File: config.mk
export PLATFORM = sky130hd
export DESIGN_NAME = pgd_port
export DESIGN_NICKNAME = d
export VERILOG_FILES = /design/src/design/pgd_pkg.sv /design/src/design/pgd_debounce.sv /design/src/design/pgd_port.sv
export SDC_FILE = /design/constraint.sdc
export NUM_CORES = 1
export LEC_CHECK = 0
export BUFFER_PORTS_ARGS = -buffer_cell sky130_fd_sc_hd__buf_2
export CAP_MARGIN = 5
export CORE_ASPECT_RATIO = 0.7
export CORE_MARGIN = 3
export CORE_UTILIZATION = 56
export DETAILED_ROUTE_END_ITERATION = 8
export PLACE_DENSITY = 0.8
export SYNTH_ARGS = -nofsm -noshare
export SYNTH_HDL_FRONTEND = slang
export SYNTH_SLANG_ARGS = --single-unit
File: constraint.sdc
create_clock -name pclk -period 3.3 [get_ports pclk]
set_clock_uncertainty 0.1 [all_clocks]
set_input_delay 0.99 -clock pclk [delete_from_list [all_inputs] [get_ports pclk]]
set_output_delay 0.99 -clock pclk [all_outputs]
set_load 0.005 [all_outputs]
File: src/design/pgd_pkg.sv
package pgd_pkg;

  // Register byte offsets
  localparam logic [6:0] OFS_G5_DATA      = 7'h00;
  localparam logic [6:0] OFS_G5_IO_EN     = 7'h04;
  localparam logic [6:0] OFS_G5_PULL      = 7'h08;
  localparam logic [6:0] OFS_G5_IRQ_FLAGS = 7'h0C;
  localparam logic [6:0] OFS_G5_IRQ_CTRL  = 7'h10;
  localparam logic [6:0] OFS_G5_DEBOUNCE  = 7'h14;
  localparam logic [6:0] OFS_G5_MODE      = 7'h18;
  localparam logic [6:0] OFS_G5_FUNC      = 7'h1C;
  localparam logic [6:0] OFS_DG_DATA      = 7'h20;
  localparam logic [6:0] OFS_DG_IO_EN     = 7'h24;
  localparam logic [6:0] OFS_DG_PULL      = 7'h28;
  localparam logic [6:0] OFS_DG_IRQ_FLAGS = 7'h2C;
  localparam logic [6:0] OFS_DG_MODE      = 7'h30;
  localparam logic [6:0] OFS_DG_FUNC      = 7'h34;
  localparam logic [6:0] OFS_PORT_CLOCK   = 7'h38;
  localparam logic [6:0] OFS_IRQ_SUMMARY  = 7'h3C;
  localparam logic [6:0] OFS_PROTECT_KEY  = 7'h40;

  // Field positions
  localparam int HI_LSB       = 14;
  localparam int LO_LSB       = 6;
  localparam int DG_HI_LSB    = 8;
  localparam int CLK_DBG_BIT  = 8;
  localparam int CLK_DIV_LSB  = 4;
  localparam int SUM_G5_BIT   = 5;
  localparam int SUM_G0_BIT   = 0;

  // Reset and fixed values
  localparam logic [15:0] G5_FUNC_FIXED  = 16'hAFFF;
  localparam logic [2:0]  DG_MODE_RESET  = 3'h7;
  localparam logic [15:0] PROTECT_UNLOCK = 16'h0096;
  localparam logic [1:0]  FUNC_DEBUG     = 2'h0;

  // Debounce settle count in divided ticks
  localparam logic [3:0]  DEBOUNCE_TICKS = 4'h4;

  typedef struct packed {
    logic [1:0] q;
  } pgd_pair_t;

  typedef struct packed {
    logic [1:0] out_level;
    logic [1:0] input_en;
    logic [1:0] output_en;
    logic [1:0] pull_direction;
    logic [1:0] pull_en;
    logic [1:0] irq_flag;
    logic [1:0] edge_select;
    logic [1:0] irq_en;
    logic [1:0] debounce_en;
    logic [7:0] mode_sel;
  } pgd_g5_t;

  typedef struct packed {
    logic [2:0] out_level;
    logic [2:0] input_en;
    logic [2:0] output_en;
    logic [2:0] pull_direction;
    logic [2:0] pull_en;
    logic [2:0] mode_sel;
    logic [5:0] function_sel;
  } pgd_dg_t;

  typedef struct packed {
    logic       run_in_debug;
    logic [3:0] port_clock_divider;
    logic [1:0] port_clock_source;
  } pgd_clk_t;

endpackage : pgd_pkg

File: src/design/pgd_debounce.sv
`timescale 1ns/100ps
module pgd_debounce
  import pgd_pkg::*;
#(
  parameter logic [3:0] SETTLE = DEBOUNCE_TICKS
)(
  input  wire logic pclk,
  input  wire logic presetn,
  input  wire logic tick,
  input  wire logic raw,
  output logic      filtered
);

  typedef struct packed {
    logic       level;
    logic [3:0] count;
  } pgd_deb_state_t;

  pgd_deb_state_t st;
  pgd_deb_state_t next_st;

  always_comb
  begin
    next_st = st;
    if (raw == st.level)
      next_st.count = 4'h0;
    else if (tick)
    begin
      if (st.count == SETTLE - 4'h1)
      begin
        next_st.level = raw;
        next_st.count = 4'h0;
      end
      else
        next_st.count = st.count + 4'h1;
    end
  end

  always_ff @(posedge pclk or negedge presetn)
  begin
    if (!presetn)
      st <= '0;
    else
      st <= next_st;
  end

  assign filtered = st.level;

endmodule : pgd_debounce

File: src/design/pgd_port.sv
`timescale 1ns/100ps
// Contract
// Only group five pins six and seven have GPIO and pin interrupts.
// Group five pins zero to five GPIO bits are reserved, read zero.
// Group five outputs at bits 15-14, inputs at 7-6, same pair layout.
// Group five interrupt flags clear on write one; zero leaves them.
// Group five function fields fixed: 0x2 pins six/seven, 0x3 others.
// Mode bit zero gives GPIO; one with function 0x3 drives display.
// Debug group mode field resets to 0x7, all pins debug function.
// Debug pin two GPIO output only; no input, no pull.
// Debug function 0x0 routes status, serial data and clock lines.
// Debug group has no interrupts; its flag register reads zero.
// Clock register: debug run bit 8, divider 7-4, source 1-0, protected.
// Summary register shows group five pending at bit 5, group zero bit 0.
// Software unlocks with 0x0096 to key register, relocks otherwise.
// Enabled edge on raw or filtered input sets the pin flag.
module pgd_port
  import pgd_pkg::*;
(
  input  wire logic        pclk,
  input  wire logic        presetn,
  input  wire logic        psel,
  input  wire logic        penable,
  input  wire logic        pwrite,
  input  wire logic [6:0]  paddr,
  input  wire logic [31:0] pwdata,
  output logic      [31:0] prdata,
  output logic             pready,
  output logic             pslverr,
  input  wire logic [1:0]  g5_pin_in,
  output logic      [1:0]  g5_pin_out,
  output logic      [1:0]  g5_pin_oe,
  output logic      [1:0]  g5_pull_up,
  output logic      [1:0]  g5_pull_down,
  output logic      [5:0]  g5_display_en,
  input  wire logic [1:0]  dg_pin_in,
  output logic      [2:0]  dg_pin_out,
  output logic      [2:0]  dg_pin_oe,
  output logic      [1:0]  dg_pull_up,
  output logic      [1:0]  dg_pull_down,
  input  wire logic        debug_status_pin,
  input  wire logic        debug_serial_out,
  input  wire logic        debug_serial_oe,
  output logic             debug_serial_pin,
  input  wire logic        debug_clock_pin,
  input  wire logic        g0_irq_pending,
  input  wire logic        debug_mode,
  output logic      [6:0]  port_clock_cfg,
  output logic             irq
);

  typedef struct packed {
    pgd_g5_t     g5;
    pgd_dg_t     dg;
    pgd_clk_t    clk;
    logic        unlocked;
    logic [1:0]  in_prev;
    logic [1:0]  g5_in_level;
    logic [1:0]  dg_in_level;
    logic [15:0] div_count;
    logic        tick;
    logic [31:0] prdata;
    logic        pready;
    logic        pslverr;
    logic [1:0]  pin_out;
    logic [1:0]  pin_oe;
    logic [1:0]  pull_up;
    logic [1:0]  pull_down;
    logic [5:0]  display_en;
    logic [2:0]  dg_out;
    logic [2:0]  dg_oe;
    logic [1:0]  dg_pu;
    logic [1:0]  dg_pd;
    logic        dbg_serial;
    logic        irq;
  } pgd_state_t;

  pgd_state_t st;
  pgd_state_t next_st;
  logic [1:0] filt;
  logic [1:0] sense;
  logic       setup;
  logic       wr;
  logic [6:0] addr;
  logic [15:0] wd;
  logic [15:0] rd;
  logic       hit;
  logic [1:0] rise;
  logic [1:0] fall;
  logic [1:0] evt;
  logic [2:0] dg_gpio;

  genvar gi;
  generate
    for (gi = 0; gi < 2; gi++)
    begin : g_deb
      pgd_debounce u_deb (
        .pclk     (pclk),
        .presetn  (presetn),
        .tick     (st.tick),
        .raw      (st.g5_in_level[gi]),
        .filtered (filt[gi])
      );
    end
  endgenerate

  assign setup = psel && !penable;
  assign addr  = {paddr[6:2], 2'b00};
  assign wd    = pwdata[15:0];
  // Writes land at the access edge
  assign wr    = psel && penable && st.pready && pwrite;

  always_comb
  begin
    hit = 1'b1;
    rd  = 16'h0000;
    case (addr)
      // pair layout for group five
      // unused pins read zero
      OFS_G5_DATA:
        rd = {st.g5.out_level, 6'h00, st.g5_in_level, 6'h00};
      OFS_G5_IO_EN:
        rd = {st.g5.input_en, 6'h00, st.g5.output_en, 6'h00};
      OFS_G5_PULL:
        rd = {st.g5.pull_direction, 6'h00, st.g5.pull_en, 6'h00};
      OFS_G5_IRQ_FLAGS:
        rd = {8'h00, st.g5.irq_flag, 6'h00};
      OFS_G5_IRQ_CTRL:
        rd = {st.g5.edge_select, 6'h00, st.g5.irq_en, 6'h00};
      OFS_G5_DEBOUNCE:
        rd = {8'h00, st.g5.debounce_en, 6'h00};
      OFS_G5_MODE:
        rd = {8'h00, st.g5.mode_sel};
      // fixed function fields
      OFS_G5_FUNC:
        rd = G5_FUNC_FIXED;
      OFS_DG_DATA:
        rd = {5'h00, st.dg.out_level, 6'h00, st.dg_in_level};
      OFS_DG_IO_EN:
        rd = {5'h00, st.dg.input_en, 5'h00, st.dg.output_en};
      OFS_DG_PULL:
        rd = {5'h00, st.dg.pull_direction, 5'h00, st.dg.pull_en};
      // debug flag register reads zero
      OFS_DG_IRQ_FLAGS:
        rd = 16'h0000;
      OFS_DG_MODE:
        rd = {13'h0000, st.dg.mode_sel};
      OFS_DG_FUNC:
        rd = {10'h000, st.dg.function_sel};
      OFS_PORT_CLOCK:
        rd = {7'h00, st.clk.run_in_debug, st.clk.port_clock_divider,
              2'b00, st.clk.port_clock_source};
      // group summary
      OFS_IRQ_SUMMARY:
        rd = {10'h000, |st.g5.irq_flag, 4'h0, g0_irq_pending};
      OFS_PROTECT_KEY:
        rd = {15'h0000, st.unlocked};
      default:
        hit = 1'b0;
    endcase
  end

  // edge detect on raw or filtered input
  always_comb
  begin
    sense = (st.g5.debounce_en & filt) | (~st.g5.debounce_en & st.g5_in_level);
    rise  = sense & ~st.in_prev;
    fall  = ~sense & st.in_prev;
    evt   = st.g5.irq_en & ((st.g5.edge_select & fall)
                          | (~st.g5.edge_select & rise));
  end

  always_comb
  begin
    next_st = st;
    next_st.pready  = 1'b0;
    next_st.pslverr = 1'b0;
    next_st.g5_in_level = g5_pin_in & st.g5.input_en;
    next_st.dg_in_level = dg_pin_in & st.dg.input_en[1:0];
    next_st.in_prev = sense;
    next_st.tick = (st.div_count == 16'h0000);
    next_st.div_count = next_st.tick
      ? (16'h0001 << st.clk.port_clock_divider) - 16'h0001
      : st.div_count - 16'h0001;
    if (debug_mode && !st.clk.run_in_debug)
    begin
      next_st.tick = 1'b0;
      next_st.div_count = st.div_count;
    end
    if (setup)
    begin
      next_st.pready  = 1'b1;
      next_st.pslverr = !hit;
      next_st.prdata  = {16'h0000, rd};
    end
    if (wr && hit)
    begin
      case (addr)
        OFS_G5_DATA:
          next_st.g5.out_level = wd[HI_LSB +: 2];
        OFS_G5_IO_EN:
        begin
          next_st.g5.input_en  = wd[HI_LSB +: 2];
          next_st.g5.output_en = wd[LO_LSB +: 2];
        end
        OFS_G5_PULL:
        begin
          next_st.g5.pull_direction = wd[HI_LSB +: 2];
          next_st.g5.pull_en        = wd[LO_LSB +: 2];
        end
        OFS_G5_IRQ_CTRL:
        begin
          next_st.g5.edge_select = wd[HI_LSB +: 2];
          next_st.g5.irq_en      = wd[LO_LSB +: 2];
        end
        OFS_G5_DEBOUNCE:
          next_st.g5.debounce_en = wd[LO_LSB +: 2];
        OFS_G5_MODE:
          next_st.g5.mode_sel = wd[7:0];
        OFS_DG_DATA:
          next_st.dg.out_level = wd[DG_HI_LSB +: 3];
        // pin two enable and pull bits kept as plain storage
        OFS_DG_IO_EN:
        begin
          next_st.dg.input_en  = wd[DG_HI_LSB +: 3];
          next_st.dg.output_en = wd[2:0];
        end
        OFS_DG_PULL:
        begin
          next_st.dg.pull_direction = wd[DG_HI_LSB +: 3];
          next_st.dg.pull_en        = wd[2:0];
        end
        OFS_DG_MODE:
          next_st.dg.mode_sel = wd[2:0];
        OFS_DG_FUNC:
          next_st.dg.function_sel = wd[5:0];
        // protected clock fields
        OFS_PORT_CLOCK:
          if (st.unlocked)
          begin
            next_st.clk.run_in_debug       = wd[CLK_DBG_BIT];
            next_st.clk.port_clock_divider = wd[CLK_DIV_LSB +: 4];
            next_st.clk.port_clock_source  = wd[1:0];
          end
        OFS_PROTECT_KEY:
          // key unlocks protection
          next_st.unlocked = (wd == PROTECT_UNLOCK);
        default:
          next_st.unlocked = st.unlocked;
      endcase
    end
    // write one clears, event wins
    if (wr && hit && addr == OFS_G5_IRQ_FLAGS)
      next_st.g5.irq_flag = st.g5.irq_flag & ~wd[LO_LSB +: 2];
    next_st.g5.irq_flag = next_st.g5.irq_flag | evt;
    next_st.irq = |next_st.g5.irq_flag;
    // GPIO drive only on pins six and seven
    // mode bit selects GPIO or display
    next_st.pin_oe    = st.g5.output_en & ~st.g5.mode_sel[7:6];
    next_st.pin_out   = st.g5.out_level;
    next_st.pull_up   = st.g5.pull_en & ~st.g5.output_en
                      & st.g5.pull_direction & ~st.g5.mode_sel[7:6];
    next_st.pull_down = st.g5.pull_en & ~st.g5.output_en
                      & ~st.g5.pull_direction & ~st.g5.mode_sel[7:6];
    next_st.display_en = st.g5.mode_sel[5:0];
    // debug function routing
    dg_gpio = ~st.dg.mode_sel;
    next_st.dg_out = st.dg.out_level;
    next_st.dg_oe  = st.dg.output_en & dg_gpio;
    // pin two output only
    next_st.dg_oe[2] = dg_gpio[2] ? 1'b1 : 1'b0;
    if (st.dg.mode_sel[0] && st.dg.function_sel[1:0] == FUNC_DEBUG)
    begin
      next_st.dg_out[0] = debug_status_pin;
      next_st.dg_oe[0]  = 1'b1;
    end
    if (st.dg.mode_sel[1] && st.dg.function_sel[3:2] == FUNC_DEBUG)
    begin
      next_st.dg_out[1] = debug_serial_out;
      next_st.dg_oe[1]  = debug_serial_oe;
    end
    if (st.dg.mode_sel[2] && st.dg.function_sel[5:4] == FUNC_DEBUG)
    begin
      next_st.dg_out[2] = debug_clock_pin;
      next_st.dg_oe[2]  = 1'b1;
    end
    next_st.dbg_serial = dg_pin_in[1];
    next_st.dg_pu = st.dg.pull_en[1:0] & ~st.dg.output_en[1:0]
                  & st.dg.pull_direction[1:0] & dg_gpio[1:0];
    next_st.dg_pd = st.dg.pull_en[1:0] & ~st.dg.output_en[1:0]
                  & ~st.dg.pull_direction[1:0] & dg_gpio[1:0];
  end

  always_ff @(posedge pclk or negedge presetn)
  begin
    if (!presetn)
    begin
      st <= '0;
      // debug function after reset
      st.dg.mode_sel <= DG_MODE_RESET;
      st.dg_oe <= 3'h5;
    end
    else
      st <= next_st;
  end

  assign prdata           = st.prdata;
  assign pready           = st.pready;
  assign pslverr          = st.pslverr;
  assign g5_pin_out       = st.pin_out;
  assign g5_pin_oe        = st.pin_oe;
  assign g5_pull_up       = st.pull_up;
  assign g5_pull_down     = st.pull_down;
  assign g5_display_en    = st.display_en;
  assign dg_pin_out       = st.dg_out;
  assign dg_pin_oe        = st.dg_oe;
  assign dg_pull_up       = st.dg_pu;
  assign dg_pull_down     = st.dg_pd;
  assign debug_serial_pin = st.dbg_serial;
  assign port_clock_cfg   = st.clk;
  assign irq              = st.irq;

endmodule : pgd_port

==> summary by stage, run 1 <==
GRT
The total overflow left after global routing is 0. The via count of the first global-routing pass came to roughly 5000. The largest net degree at the start of global routing is 51. The number of antenna violations at the first check in global routing came to 0. The first-pass GRT wire length is 27100 um.

For this run, the total global-route usage over all layers was measured as 26.2%.

Die
The effective utilization at floorplan is approximately three fifths. The die is 97.7 um tall. The area of the die is 0.0134 mm^2.

The core area is about 0.011 mm^2. Measured along the x axis, the die boundary spans between 100 and 150 um. The I/O pin count is ~120. The initialized floorplan defines 32 standard-cell rows.

Layout
The sequential cell area is between 0.003 and 0.004 mm^2. The antenna diode count is 0. The footprint of the multi-input gates is 0.00286 mm^2. The post-route netlist has between 20% and 30% of its cells at a drive strength greater than 1. Cells fill 67.5% of the core in the end.

The final-stage net count is between 700 and 800. The number of fill cells in the layout is around 830. The synthesis-to-layout area growth is 14.0%.

Worst setup path
The endpoint of the worst register-to-register path is st[71]$_DFFE_PN0N_. Counting cells, the worst reg-to-reg path comes to 12. The largest stage delay on the critical path is between 400 and 500 ps. The depth of the critical timing path with buffers and inverters included is 12. The category of the worst setup path capture point is a flop. The startpoint identified for the worst register-to-register timing path is st[64]$_DFFE_PN0N_. The largest delay contributor family on the critical path is simple AND/OR/NAND/NOR gates.

The count of buffer and inverter cells on the critical path is 0. STA puts the critical path data required time at between 3000 and 4000 ps. Of all nets on the critical path, the largest fanout is 6. The worst endpoint data arrival time is ~3200 ps. The critical path goes through nor4_4 -> and4_1 -> nand2_1 -> nor3_2 -> a21oi_1 -> ha_1 -> nand2b_1 -> nor3_1 -> o41ai_4 -> or3b_1 -> a22o_1 -> a211o_1. The worst-path cell with the longest stage delay is sky130_fd_sc_hd__dfrtp_1.

The setup path with the least slack is of type flop to flop. The worst setup path is launched from a flop. The slack of the worst reg-to-reg path is approximately 280 ps.

Clocking
The clock buffer count from CTS is 17. The clock-pin slew of the registers on the worst-case setup and hold paths is approximately 60 ps. The number of hold buffers added after CTS was 0. The maximum buffer depth of the clock tree is 2.

The number of clock sinks is 133. In this run the post-CTS setup repair buffer count came out at 0. The clock reaches the later pin of the worst-skew pair after around 420 ps. Once the clock tree was built, the resizer swapped 0 gates to a different size. The clock tree from TritonCTS is built.

The buffer type at the clock tree root is sky130_fd_sc_hd__clkbuf_16. In this run the number of H-tree levels came out at 4.

Synth
For this run, the register share of the synthesized area comes to ~50%. Yosys instantiated no cell more often than sky130_fd_sc_hd__dfrtp_1. The proportion of synthesized flip-flops having asynchronous set or reset is between 90% and 100%. The number of distinct library cells after synthesis is 68. The number of enable-type register cells in the synthesized netlist is 0. After synthesis, the mean cell area works out to roughly 11 um^2. In this run the biggest area consumer among cell types represents about 48% of the synthesized area. The Yosys step of the flow raised 0 warnings. Sorting the synthesized cells by area gives the leading types as sky130_fd_sc_hd__dfrtp_1 48%, sky130_fd_sc_hd__mux2_2 8.4%, sky130_fd_sc_hd__buf_4 7.2%, sky130_fd_sc_hd__nor2_1 2.7%, sky130_fd_sc_hd__nand2_1 2.3%. The synthesized instance count is between 600 and 700. Ranked by instance count, the synthesized netlist is headed by 128 x sky130_fd_sc_hd__dfrtp_1, 65 x sky130_fd_sc_hd__buf_4, 50 x sky130_fd_sc_hd__mux2_2. Synthesis inferred 133 register bits.

Summed over all instances, the cell type with the most area after synthesis is sky130_fd_sc_hd__dfrtp_1. The primary flip-flop cell chosen by synthesis mapping is sky130_fd_sc_hd__dfrtp_1. The cell area that synthesis handed to floorplanning was 0.00673 mm^2.

Power
The share of total power dissipated in the clock network is 46.7%. The power after layout is between 4 and 5 mW. Sequential cells account for around two fifths of the total power.

The internal power consumption is roughly 3.2 mW. For this design the static power due to leakage is approximately 3.6 nW. Combinational cells account for between 10% and 20% of the total power. The reported net switching power is between 1 and 1.5 mW. The fraction of power spent switching nets is around 26%.

The worst-case vdd ir drop is between 0.0004 and 0.0005 V. The power per cell area is between 500 and 600 mW/mm^2.

Route
The detail route stage leaves a number of antenna-violating nets equal to 0. For this block, the routed nets add up to roughly 17000 um of wire. In the routed design, unresolved DRC markers number 0. Summing over every cut layer, the via total after detailed routing is 5200. The count of TritonRoute iterations in the first routing pass is 5. The first routing iteration left 453 violations. The final routed wire length divided by cell count is ~20 um. The via count normalized by instance count is roughly 6.1.

Timing
The minimum clock period is roughly 3000 ps. Based on the critical path, the design can be clocked at up to ~330 MHz. Setup slack closes at around 280 ps. The worst path uses between 90% and 100% of the clock period. The actual transition at the worst max-transition pin is ~630 ps. Hold timing on the final database bottoms out at a slack of slightly above 300 ps.

The final-report hold violation count is 0. For the final routed database, the setup TNS stands at 0 ps. Setup violations remaining at the end of the flow were counted as 0.

The headroom to the max-slew limit is around 58%. The max-slew violation count was 0. Setup repair after global routing left no endpoint under its margin.

Placement
The post-placement worst setup slack is between 200 and 250 ps. The congestion estimate from routability-driven global placement came to between 0.9 and 1. Input and output buffers added on the ports amount to 85. After legalization and detailed placement, the total HPWL measured 12100 um.

Worst hold path
The terminating pin of the worst hold path is g5_display_en[3]$_DFF_PN0_. The startpoint identified for the worst hold timing path is next_st[15]$_DFFE_PN0P_. Counting instances, the worst hold path has a depth of 0. In this run the worst hold path is classified as flop to flop.

Job
The max capacitance violation total is 0.

Outcome
The flow ran to the end, and the final reports show no timing, DRC or antenna violations.
[area by class of cell]
class / count / share of cell area (%)
Sequential cell: 133 / 43.4
Clock buffer: 19 / 5.77
Clock inverter: 13 / 2.51
Multi-Input combinational cell: 416 / 37.2
Tap cell: 153 / 2.49
Inverter: 8 / 0.391
Timing Repair Buffer: 110 / 8.18
[sequential cells by signal, indices dropped and copies added, names as in the netlist, 3 cells and up]
signal / cells
g5_display_en: 6
port_clock_cfg: 7
dg_pin_oe: 3
g_deb.u_deb.st: 8
dg_pin_out: 3
next_st: 8
st: 66
prdata: 14
[cells by family after synthesis]
logic type               count (synthesis)  synth area share, %
other                                    1               0.0557
AND/OR/NAND/NOR                        205                 16.6
AO/OA/AOI/OAI                          118                 12.4
flip-flops                             133                 49.5
adder cells (fa/ha/maj)                  3                0.558
buffers and inverters                   93                 8.92
multiplexers                            69                 11.4
XOR/XNOR                                 4                0.520
[power groups by stage]
| stage | Sequential [mW] | Combinational [mW] | Clock [mW] |
|---|---|---|---|
| 2_1_floorplan | 1.81 | 0.350 | 0 |
| 3_3_place_gp | 1.83 | 0.486 | 0 |
| 3_5_place_dp | 1.83 | 0.504 | 0 |
| 4_1_cts | 1.81 | 0.506 | 2.06 |
| 5_1_grt | 1.82 | 0.563 | 2.13 |
| 6_report | 1.81 | 0.510 | 2.04 |
[routing by layer]
metal / vias up / GRT usage [%] / part of all wire (%)
met1: 2568 / 38.5 / 45
met4: 0 / 7.13 / 1.3
met3: 26 / 6.44 / 8.0
li1: 2319 / - / -
met5: - / 0 / 0
met2: 287 / 39.1 / 45
[stage by stage]
step,cell area [um^2],std cells
detailed placement,7040,820
global placement,7040,820
global route,7680,852
floorplan,6790,642
finish,7680,852
CTS,7680,852
[worst reg2reg max path: stages (launching register included)]
cell and delay (ps):
sky130_fd_sc_hd__dfrtp_1 480, sky130_fd_sc_hd__nor4_4 90, sky130_fd_sc_hd__and4_1 230, sky130_fd_sc_hd__nand2_1 110, sky130_fd_sc_hd__nor3_2 70, sky130_fd_sc_hd__a21oi_1 180, sky130_fd_sc_hd__ha_1 210, sky130_fd_sc_hd__nand2b_1 100
sky130_fd_sc_hd__nor3_1 270, sky130_fd_sc_hd__o41ai_4 200, sky130_fd_sc_hd__or3b_1 450, sky130_fd_sc_hd__a22o_1 200, sky130_fd_sc_hd__a211o_1 220
[worst max path at each step]
stage | startpoint | end | slack (ps)
final | st[64]$_DFFE_PN0N_ | st[71]$_DFFE_PN0N_ | 280
after global routing | st[64]$_DFFE_PN0N_ | st[71]$_DFFE_PN0N_ | 70
after CTS | st[64]$_DFFE_PN0N_ | st[71]$_DFFE_PN0N_ | 280
after detailed placement | paddr[2] | port_clock_cfg[3]$_DFFE_PN0P_ | 210
after global placement | paddr[2] | port_clock_cfg[0]$_DFFE_PN0P_ | 260
after floorplan | paddr[2] | port_clock_cfg[0]$_DFFE_PN0P_ | 430
[layout by cell type, fill, tap and decap left out, types with 10 or more instances in the layout]
cell type / n
sky130_fd_sc_hd__nor3_1: 24
sky130_fd_sc_hd__conb_1: 17
sky130_fd_sc_hd__buf_4: 25
sky130_fd_sc_hd__clkbuf_16: 17
sky130_fd_sc_hd__mux2_2: 50
sky130_fd_sc_hd__nand3_1: 11
sky130_fd_sc_hd__a21oi_1: 23
sky130_fd_sc_hd__o21ai_0: 21
sky130_fd_sc_hd__buf_2: 84
sky130_fd_sc_hd__a22o_1: 12
sky130_fd_sc_hd__nand2b_1: 12
sky130_fd_sc_hd__mux2_1: 12
sky130_fd_sc_hd__dfrtp_1: 128
sky130_fd_sc_hd__nand2_1: 41
sky130_fd_sc_hd__nor2_1: 48
sky130_fd_sc_hd__and2_1: 10
Note: power is estimated with default switching activity, not from simulation.
==> run 2, diff against run 1 <==
- CELL_PAD_IN_SITES_DETAIL_PLACEMENT: default -> 0
- CELL_PAD_IN_SITES_GLOBAL_PLACEMENT: default -> 1
- CORE_UTILIZATION: 56 -> 44
- PLACE_DENSITY: 0.8 -> default
- PLACE_DENSITY_LB_ADDON: default -> 0.1
==> run 2 against run 1 <==
  * Routed wire length up 1.8%
  * Largest cell class unchanged
  * Critical endpoint unchanged
  * Sequential share of layout area fell by 0.092 points
  * Count of clock-buffer cells in the layout unchanged
==> summary by stage, run 2 (synthesis results as in run 1) <==
Route
The count of nets left with antenna violations after detail routing is 0 (unchanged). The number of DRC violations after detailed-routing iteration 0 is 409 (-9.7%). The via count normalized by instance count is 5.54 (-9.2%). The final routed wire length divided by cell count is 19.2 um (-3.1%).

The number of DRC violations after detailed routing is 0 (unchanged). The routed via count is 4961 (-4.6%). The sum of routed wire length over all layers came to 17200 um (+1.8%).

The count of TritonRoute iterations in the first routing pass is 5 (unchanged).

GRT
The overall overflow remaining after global route came to 0 (unchanged). The via count of the first global-routing pass is 4856 (-3.8%). The first-pass GRT wire length was 27300 um (+0.79%).

The number of antenna violations at the first check in global routing is 0 (unchanged). The total routing resource utilization after global routing is 21.0% (-5.2 points). The largest net degree at the start of global routing is 69 (+35%).

Power
The worst-case vdd ir drop is 0.000410 V (-0.75%). The total leakage power is 3.62 nW (-0.46%). The power after layout is 4.21 mW (-3.3%). The power per cell area came to 548 mW/mm^2 (-3.5%).

Placement
The placed wire-length estimate after detailed placement is 12500 um (+2.9%). The instance area after placement came to 0.00711 mm^2 (+0.91%). The final weighted congestion in routability-driven placement is 0.865 (-5.1%). The total of buffers placed on input and output ports is 85 (unchanged).

The post-placement worst setup slack was 317 ps (+112 ps).

Die
The effective utilization at floorplan was 45.4% (-14 points). The die outline width is 154 um (+12%). The I/O pin count was 121 (unchanged).

The vertical extent of the die is 109 um (+12%). The core area is 0.0148 mm^2 (+30%). The count of standard-cell rows is 37 (+16%).

The area of the die is 0.0168 mm^2 (+26%).

Timing
The final-report hold violation count came to 0 (unchanged). The max-slew violation count came to 0 (unchanged). The count of final setup violators came to 0 (unchanged). The final period utilization came to 91.0% (-0.68 points). The tightest hold margin is 312 ps (+8.04 ps). The headroom to the max-slew limit is 57.1% (-0.80 points). The actual transition at the worst max-transition pin is 643 ps (+12.0 ps). The minimum clock period is 3000 ps (-22.4 ps). Setup repair after global routing left no endpoint under its margin.

The total negative slack for setup checks is 0 ps (unchanged). The maximum achievable frequency is 333 MHz (+0.74%). The worst path setup slack after routing is 297 ps (+22.4 ps).

Worst setup path
The worst endpoint data arrival time is 3200 ps (-30 ps). The class of the most critical setup path is flop to flop. The worst setup path is captured at a flop. The nature of the critical path startpoint is a flop. The origin of the worst setup path is st[65]$_DFFE_PN0N_. The worst register-to-register path begins at st[65]$_DFFE_PN0N_. The largest fanout of any net on the critical path was 6 (unchanged). The data required time of the worst path is 3500 ps (about the same).

Layout
The library cells used most frequently in the layout, excluding fill and tap cells, are 128 x sky130_fd_sc_hd__dfrtp_1, 84 x sky130_fd_sc_hd__buf_2, 50 x sky130_fd_sc_hd__mux2_2. The number of fill cells in the layout is 1331 (+61%). The antenna diode count was 0 (unchanged). The sequential cell area is 0.00333 mm^2 (unchanged). The library cell used most frequently in the layout, excluding fill and tap cells, is sky130_fd_sc_hd__dfrtp_1. The footprint of the multi-input gates is 0.00286 mm^2 (unchanged).

Compared with the post-synthesis result, the final layout area differs by 14.3%. The register with the most flip-flops is st. The fraction of layout cells with a size suffix above 1 is 30.0% (+0.10 points). The design area was 0.00769 mm^2 (+0.21%).

The final-stage net count is 744 (+0.13%). The flip-flop count of the largest register after layout came to 66 (unchanged).

Clocking
TritonCTS built the clock tree. The post-cts repair resize count is 0 (unchanged). The number of clock sinks was 133 (unchanged). The clock buffer count from CTS is 17 (unchanged). The number of H-tree levels is 4 (unchanged). The quantity of hold-fixing buffers added after cts came to 0 (unchanged). The maximum buffer depth of the clock tree is 2 (unchanged). The clock-pin slew of the registers on the worst-case setup and hold paths came to 60 ps (about the same). The count of buffers added by post-CTS timing repair for setup is 0 (unchanged). The clock latency at the later pin of the worst-skew pair is 420 ps (about the same). The buffer type at the clock tree root is sky130_fd_sc_hd__clkbuf_16.

Worst hold path
The tightest min-delay check is of the flop to flop type. The worst hold path begins at next_st[15]$_DFFE_PN0P_.

Job
The max capacitance violation total is 0 (unchanged).

Outcome
The run finished with clean final reports.
run 2: changes by cell type in the layout (fill, tap and decap cells not counted), sizes merged:
cell / previous run / this run
bufinv: 4 / 2
buf: 110 / 111
clkinv: 2 / 3
clkinvlp: 2 / 3
run 2: critical path, cell delays in order (launching register included):
cell                       delay, ps
sky130_fd_sc_hd__dfrtp_1         460
sky130_fd_sc_hd__nor4_4          100
sky130_fd_sc_hd__and4_1          240
sky130_fd_sc_hd__nand2_1         110
sky130_fd_sc_hd__nor3_2           70
sky130_fd_sc_hd__a21oi_1         180
sky130_fd_sc_hd__ha_1            200
sky130_fd_sc_hd__nand2b_1        100
sky130_fd_sc_hd__nor3_1          270
sky130_fd_sc_hd__o41ai_4         200
sky130_fd_sc_hd__or3b_1          450
sky130_fd_sc_hd__a22o_1          190
sky130_fd_sc_hd__a211o_1         210
run 2: path summary, 6_finish.rpt:
path	to	slack (ps)	depth (start not counted)
max	st[71]$_DFFE_PN0N_	300	12
min	g5_display_en[3]$_DFF_PN0_	310	0
max reg2reg	st[71]$_DFFE_PN0N_	300	12
min reg2reg	g5_display_en[3]$_DFF_PN0_	310	0
max in group asynchronous	g_deb[0].u_deb.st[0]$_DFFE_PN0P_	1810	2
min in group asynchronous	st[78]$_DFF_PN0_	470	1
run 2: routing by layer:
layer  vias to the layer above  GRT usage, %  part of all wire (%)
met3                        21          4.56                   6.5
met5                         -             0                     0
met2                       168          30.1                    42
met1                      2441          31.5                    50
met4                         0          6.87                   1.5
li1                       2331             -                     -
run 2: cell type report:
cell class                 count  area share (%)
sequential                   133            43.3
inverter                       8           0.390
multi-input combinational    416            37.1
clock inverter                13            1.89
tap                          195            3.17
timing repair buffer         111            8.31
clock buffer                  19            5.76
run 2: where the power goes:
group	switching, mW	internal (mW)	total [mW]
clock network	0.752	1.14	1.89
registers	0.0880	1.72	1.80
logic	0.295	0.220	0.515
run 2: metrics by stage:
stage | utilization (%) | cells
2_1_floorplan | - | 642
3_3_place_gp | 48.0 | 863
3_5_place_dp | 48.0 | 863
4_1_cts | 51.9 | 895
5_1_grt | 51.9 | 895
6_report | 51.9 | 895
